<file path="config.mk">
export PLATFORM = sky130hd
export DESIGN_NAME = ppmc_ctrl
export DESIGN_NICKNAME = d
export VERILOG_FILES = /design/src/ppmc_pkg.sv /design/src/ppmc_phase_gen.sv /design/src/ppmc_ctrl.sv
export VERILOG_INCLUDE_DIRS = /design/src
export SDC_FILE = /design/constraint.sdc
export NUM_CORES = 1
export LEC_CHECK = 0
export ABC_CLOCK_PERIOD_IN_PS = 2560
export BUFFER_PORTS_ARGS = -buffer_cell sky130_fd_sc_hd__buf_4
export CORE_AREA = 2 2 54 94
export DETAILED_ROUTE_END_ITERATION = 7
export DIE_AREA = 0 0 56 96
export PLACE_DENSITY = 0.77
export SLEW_MARGIN = 20
export SYNTH_ARGS = -nofsm -noshare
export SYNTH_HDL_FRONTEND = slang
export SYNTH_SLANG_ARGS = --single-unit
</file>
<file path="constraint.sdc">
create_clock -name mclk -period 2.56 [get_ports mclk]
set_input_delay 0.512 -clock mclk [delete_from_list [all_inputs] [get_ports mclk]]
set_output_delay 0.512 -clock mclk [all_outputs]
set_load 0.01 [all_outputs]
</file>
<file path="src/ppmc_map.svh">
// constants for the push-pull mode controller
`ifndef PPMC_MAP_SVH
`define PPMC_MAP_SVH
`define PPMC_CLK_HZ 25000000
`define PPMC_FSW_KHZ 290
`define PPMC_DEAD_NS 85
`define PPMC_PERSIST_MS 120
`define PPMC_SLEEP_MS 840
// half period of the switching cycle, rounded down
`define PPMC_HALF_CYC ((`PPMC_CLK_HZ / 1000) / (2 * `PPMC_FSW_KHZ))
// dead interval: least time, rounded up, at least one cycle
`define PPMC_DEAD_CYC ((`PPMC_DEAD_NS * 25 + 999) / 1000)
`define PPMC_PERSIST_CYC (`PPMC_PERSIST_MS * (`PPMC_CLK_HZ / 1000))
`define PPMC_SLEEP_CYC (`PPMC_SLEEP_MS * (`PPMC_CLK_HZ / 1000))
`endif

</file>
<file path="src/ppmc_pkg.sv">
// types for the push-pull mode controller
package ppmc_pkg;
  typedef enum logic [2:0] {
    PPMC_SOFT = 3'b001,
    PPMC_STEADY = 3'b010,
    PPMC_PROTECT = 3'b100
  } ppmc_mode_t;
  typedef struct packed {
    logic on_a;
    logic on_b;
    logic limit;
  } ppmc_drive_t;
endpackage : ppmc_pkg

</file>
<file path="src/ppmc_phase_gen.sv">
// alternating two-phase gate generator with dead interval
`timescale 1ns/1ps
`include "ppmc_map.svh"
module ppmc_phase_gen #(
  parameter int HALF_CYC = `PPMC_HALF_CYC,
  parameter int DEAD_CYC = `PPMC_DEAD_CYC
) (
  input wire logic mclk,
  input wire logic resetn,
  input wire logic run,
  output logic gate_a,
  output logic gate_b
);
  logic [15:0] cnt_ff, nxt_cnt;
  logic side_ff, nxt_side;
  logic ga_ff, nxt_ga, gb_ff, nxt_gb;

  // each half period: dead interval first, then one side conducts
  always_comb begin
    nxt_cnt = cnt_ff;
    nxt_side = side_ff;
    nxt_ga = 1'b0;
    nxt_gb = 1'b0;
    if (!run) begin
      nxt_cnt = 16'h0000;
    end else begin
      if (cnt_ff == 16'(HALF_CYC - 1)) begin
        nxt_cnt = 16'h0000;
        nxt_side = ~side_ff;
      end else begin
        nxt_cnt = cnt_ff + 16'h0001;
      end
      // both off during dead interval, equal on times per side
      if (nxt_cnt >= 16'(DEAD_CYC)) begin
        nxt_ga = ~nxt_side;
        nxt_gb = nxt_side;
      end
    end
  end

  always_ff @(posedge mclk) begin
    if (!resetn) begin
      cnt_ff <= 16'h0000;
      side_ff <= 1'b0;
      ga_ff <= 1'b0;
      gb_ff <= 1'b0;
    end else begin
      cnt_ff <= nxt_cnt;
      side_ff <= nxt_side;
      ga_ff <= nxt_ga;
      gb_ff <= nxt_gb;
    end
  end

  assign gate_a = ga_ff;
  assign gate_b = gb_ff;
endmodule : ppmc_phase_gen

</file>
<file path="src/ppmc_ctrl.sv">
// mode controller for an integrated push-pull transformer driver
// Behaviour
// - there are exactly three modes: soft start, steady drive and short-circuit protection.
// - soft start is entered whenever the supply comes up, i.e. on reset.
// - in soft start both switches are driven in the current-limited condition.
// - in soft start, a drain above threshold held longer than the persistence delay leads to protection.
// - in soft start, both drains below threshold lead to steady drive.
// - in steady drive the switches are driven fully on during their phases.
// - in steady drive, either drain above threshold returns the controller to soft start.
// - entering protection stops switching and starts the sleep timer.
// - when the sleep timer reaches the sleep period, soft start is entered again.
// - soft start and protection alternate while a short lasts, and steady drive follows on its own once it clears.
// - switches turn on alternately with equal phases, a dead interval between, at the nominal frequency.
`timescale 1ns/1ps
`include "ppmc_map.svh"
module ppmc_ctrl #(
  parameter int PERSIST_CYC = `PPMC_PERSIST_CYC,
  parameter int SLEEP_CYC = `PPMC_SLEEP_CYC,
  parameter int HALF_CYC = `PPMC_HALF_CYC,
  parameter int DEAD_CYC = `PPMC_DEAD_CYC
) (
  input wire logic mclk,
  input wire logic resetn,
  input wire logic switch_a_drain,
  input wire logic switch_b_drain,
  output logic gate_a,
  output logic gate_b,
  output logic current_limit,
  output ppmc_pkg::ppmc_mode_t mode
);
  logic [1:0] a_sync_ff, b_sync_ff;
  logic high_a, high_b, any_high;
  ppmc_pkg::ppmc_mode_t mode_ff, nxt_mode;
  logic [31:0] tmr_ff, nxt_tmr;
  ppmc_pkg::ppmc_drive_t drv_ff, nxt_drv;
  logic gen_a, gen_b, run;

  // mode test used only by the limit output; the switching enable tests for protect
  function automatic logic ppmc_is_soft(input ppmc_pkg::ppmc_mode_t m);
    return (m == ppmc_pkg::PPMC_SOFT);
  endfunction : ppmc_is_soft

  // two-stage synchronisers; only the second stage is read by logic,
  // so a metastable first stage never reaches the mode decision
  always_ff @(posedge mclk) begin
    if (!resetn) begin
      a_sync_ff <= 2'b00;
      b_sync_ff <= 2'b00;
    end else begin
      a_sync_ff <= {a_sync_ff[0], switch_a_drain};
      b_sync_ff <= {b_sync_ff[0], switch_b_drain};
    end
  end

  assign high_a = a_sync_ff[1];
  assign high_b = b_sync_ff[1];
  assign any_high = high_a | high_b;

  // switching runs in soft start and steady drive, never in protection
  assign run = (mode_ff != ppmc_pkg::PPMC_PROTECT);

  ppmc_phase_gen #(
    .HALF_CYC(HALF_CYC),
    .DEAD_CYC(DEAD_CYC)
  ) u_phase (
    .mclk(mclk),
    .resetn(resetn),
    .run(run),
    .gate_a(gen_a),
    .gate_b(gen_b)
  );

  // mode sequencing; one shared timer serves persistence and sleep
  always_comb begin
    nxt_mode = mode_ff;
    nxt_tmr = tmr_ff;
    unique case (mode_ff)
      ppmc_pkg::PPMC_SOFT: begin
        if (!any_high) begin
          nxt_mode = ppmc_pkg::PPMC_STEADY;
          nxt_tmr = 32'h0;
        end else if (tmr_ff >= 32'(PERSIST_CYC)) begin
          // held longer than the delay: go to sleep
          nxt_mode = ppmc_pkg::PPMC_PROTECT;
          nxt_tmr = 32'h0;
        end else begin
          nxt_tmr = tmr_ff + 32'h1;
        end
      end
      ppmc_pkg::PPMC_STEADY: begin
        nxt_tmr = 32'h0;
        if (any_high) begin
          nxt_mode = ppmc_pkg::PPMC_SOFT;
        end
      end
      ppmc_pkg::PPMC_PROTECT: begin
        if (tmr_ff >= 32'(SLEEP_CYC - 1)) begin
          nxt_mode = ppmc_pkg::PPMC_SOFT;
          nxt_tmr = 32'h0;
        end else begin
          nxt_tmr = tmr_ff + 32'h1;
        end
      end
      default: begin
        // illegal one-hot code recovers through soft start
        nxt_mode = ppmc_pkg::PPMC_SOFT;
        nxt_tmr = 32'h0;
      end
    endcase
  end

  // drive outputs registered; limit follows the present mode, one cycle late,
  // in step with the gates which are also qualified by the present mode
  always_comb begin
    nxt_drv.on_a = gen_a & run;
    nxt_drv.on_b = gen_b & run;
    nxt_drv.limit = ppmc_is_soft(mode_ff);
  end

  always_ff @(posedge mclk) begin
    if (!resetn) begin
      mode_ff <= ppmc_pkg::PPMC_SOFT;
      tmr_ff <= 32'h0;
      drv_ff <= '{on_a: 1'b0, on_b: 1'b0, limit: 1'b1};
    end else begin
      mode_ff <= nxt_mode;
      tmr_ff <= nxt_tmr;
      drv_ff <= nxt_drv;
    end
  end

  assign gate_a = drv_ff.on_a;
  assign gate_b = drv_ff.on_b;
  assign current_limit = drv_ff.limit;
  assign mode = mode_ff;
endmodule : ppmc_ctrl

</file>
==> summary.md <==
| Metric | Value |
|---|---|
| Internal power | `about 1.4 mW` |
| Largest net degree at the start of global routing | `26` |
| Number of buffers created by CTS | `9` |
| Final setup fails | `0` |
| I/O pin count | `10` |
| Yosys Warn Count | `0` |
| Routed length on met2 | `around 2900 µm` |
| Sink Count | `61` |
| Maximum operating frequency | `448.7 MHz` |
| Routed vias | `2186` |
| Register area share after synthesis | `45.80%` |
| Hold Crit Class | `in2reg` |
| Primary FF master, synth | `dfxtp_1` |
| Hold Violations, Final | `0` |
| Final period util | `87.06%` |
| Die Area | `~5400 µm²` |
| Diodes inserted | `0` |
| Async set or reset register ratio after synthesis | `0%` |
| CP max FO | `8` |
| Worst setup path category | `reg2reg` |
| Initial Util | `between 50% and 60%` |
| Row count | `33` |
| Top Layer Used | `met4` |
| Gr ovfl total | `0` |
| Max-slew violation count | `0` |
| Post-CTS sizing | `0` |
| Mapped Cells | `307` |
| Critical path's slowest cell | `dfxtp_1` |
| Commonest non-fill, non-tap cell in the layout | `dfxtp_1` |
| Initial antenna violation count | `0` |
| Htree depth | `3` |
| Post-synthesis register bit count | `61` |
| Leak pwr | `1.054 nW` |
| Sw Share | `23.46%` |
| Clk_skew | `around 6 ps` |
| RSZ-0062 raised after global routing | `no` |
| Detail Route Antenna Nets | `0` |
| Avg WL per Cell | `13.84 µm` |
| Crit-path cells | `ha_1 -> and4_1 -> nand3_1 -> a21oi_1 -> o221ai_1 -> nor4_1 -> nor3_1` |
| Register share of total power | `54.9%` |
| Synth unique cells | `41` |
| Shortest period the worst path allows | `around 2200 ps` |
| # hold bufs at CTS | `0` |
| Layout Utilization | `around 64%` |
| Layout net count | `336` |
| Sw power | `0.4277 mW` |
| CTS tree | `built` |
| Avg Vias per Cell | `5.693` |
| Final worst setup slack | `331.3 ps` |
| Avg Cell Area, Syn | `approximately 8.7 µm²` |
| Vias in the first global route | `2237` |
| GPL Wtd Cong | `0.8713` |
| Clock Pin Slew Worst Setup and Hold Paths | `60 ps` |
| Crit path DAT | `2440 ps` |
| Max Root-Sink Buffers | `2` |
| Placement Cell Area | `2799 µm²` |
| Layout area overhead | `11.26%` |
| Hpwl dp | `3804 µm` |
| Worst-Skew Late Latency | `340 ps` |
| Delay of the slowest critical-path stage | `470 ps` |
| Total power | `about 1.8 mW` |
| Share of layout cells above drive strength 1 | `9.036%` |
| Setup TNS Final | `0 ps` |
| Combinational share of power | `approximately 5.4%` |
| Pre-CTS setup slack | `77.06 ps` |
| Setup crit end kind | `flop` |
| Ranking of synthesized cells by area | `dfxtp_1 (46%), nor2_1 (7.6%), xor2_1 (6.6%), xnor2_1 (6.2%), nand2_1 (3.4%)` |
| Status | `completed` |
| WL met3 | `171 µm` |
| Core Area | `approximately 4600 µm²` |
| Top-area cell type share of the netlist area | `45.80%` |
| DRC | `0` |
| Routed Wire Length | `around 5300 µm` |
| Most frequent cells in the layout | `dfxtp_1 (61), nor2_1 (54), nand2_1 (24)` |
| Die Ht | `around 96 µm` |
| PD cells | `roughly 600 nW/µm²` |
| First-pass GRT wire length | `9390 µm` |
| Mapped Area | `2666 µm²` |
| Worst setup SP type | `flop` |
| Worst Path Required | `2770 ps` |
| Area leader, netlist | `dfxtp_1` |
| DR pass1 iterations | `4` |
| Die Width | `56 µm` |
| Max Cap Viol | `0` |
| Part of the power in the clock network | `between 30 and 40%` |
| Met1 Wirelength | `approximately 1900 µm` |
| Post-synth EDFFs | `0` |
| Worst VDD drop | `roughly 0.44 mV` |
| Reg2Reg Setup Slack | `330 ps` |
| Design Area, Final | `roughly 3000 µm²` |
| Initial DRC count | `67` |
| Root buffer cell | `clkbuf_8` |
| Port Buffers | `9` |
| Global Route Usage Sum | `22.88%` |
| Post-CTS Setup Bufs | `0` |
-- synthesized netlist by cell type (all sizes together), types with 4 or more instances --
library cell,count
xnor2,19
xor2,20
nand4,10
nand3,17
o21ai,8
or3,4
nor4,5
and4,7
inv,9
and2,6
clkbuf,6
nor2,54
a21oi,8
dfxtp,61
nor3,9
nand2,24
and3,9
ha,4
-- metal layers --
| metal | vias to the layer above | track usage [%] |
|---|---|---|
| met3 | 29 | 5.914 |
| met4 | 0 | 18.85 |
| li1 | 1095 | - |
| met2 | 49 | 43.43 |
| met5 | - | 0 |
| met1 | 1013 | 19.44 |
-- worst paths after layout --
path / start / to / cells after the start
hold reg to reg: b_sync_ff[0]$_SDFF_PN0_ / b_sync_ff[1]$_SDFF_PN0_ / 1
setup reg to reg: u_phase.cnt_ff[0]$_SDFF_PN0_ / u_phase.gate_b$_SDFF_PN0_ / 7
hold / removal: switch_b_drain / b_sync_ff[0]$_SDFF_PN0_ / 2
setup / recovery: u_phase.cnt_ff[0]$_SDFF_PN0_ / u_phase.gate_b$_SDFF_PN0_ / 7
-- power groups by stage --
| stage | Clock (mW) | Sequential [mW] | Combinational [mW] |
|---|---|---|---|
| 6_report | 0.723 | 1.00 | 0.0986 |
| 5_1_grt | 0.780 | 1.00 | 0.111 |
| 4_1_cts | 0.735 | 1.00 | 0.0998 |
| 3_5_place_dp | 0 | 1.02 | 0.0980 |
| 3_3_place_gp | 0 | 1.02 | 0.0971 |
| 2_1_floorplan | 0 | 1.02 | 0.0617 |
-- per-stage QoR --
stage                     hold slack (ps)  cells
final                               377.1    384
after global routing                376.1    384
after CTS                           373.1    384
after detailed placement            421.1    369
after global placement              416.4    369
after floorplan                     411.9    313
-- area by class of cell --
type | instances | area [µm²]
multi-input cells | 235 | 1390
clock inverters | 4 | 25.02
clock buffers | 11 | 141.4
repair buffers | 12 | 90.09
well taps | 52 | 65.06
inverters | 9 | 33.78
flip-flops and latches | 61 | 1221
fillers | 423 | 1658
-- logic make-up after synthesis --
logic type | synth area share, %
AO/OA/AOI/OAI | 7.884
XOR/XNOR | 12.81
adder cells (fa/ha/maj) | 1.877
buffers and inverters | 2.956
flip-flops | 45.80
other | 0.1406
AND/OR/NAND/NOR | 28.53
-- state kept, by name (all words and copies together) (netlist names) --
signal / flops
u_phase.gate_a: 1
u_phase.gate_b: 1
b_sync_ff: 2
gate_a: 1
mode: 3
tmr_ff: 32
gate_b: 1
current_limit: 1
u_phase.cnt_ff: 16
u_phase.side_ff: 1
a_sync_ff: 2
-- worst max-delay path, delay by kind of cell (launching register included) --
kind	cells	cell delay (ps)
AND/OR/NAND/NOR	4	970
flip-flops	1	470
adder cells (fa/ha/maj)	1	270
AO/OA/AOI/OAI	2	400
No activity file was read; power rests on OpenSTA's default activity.
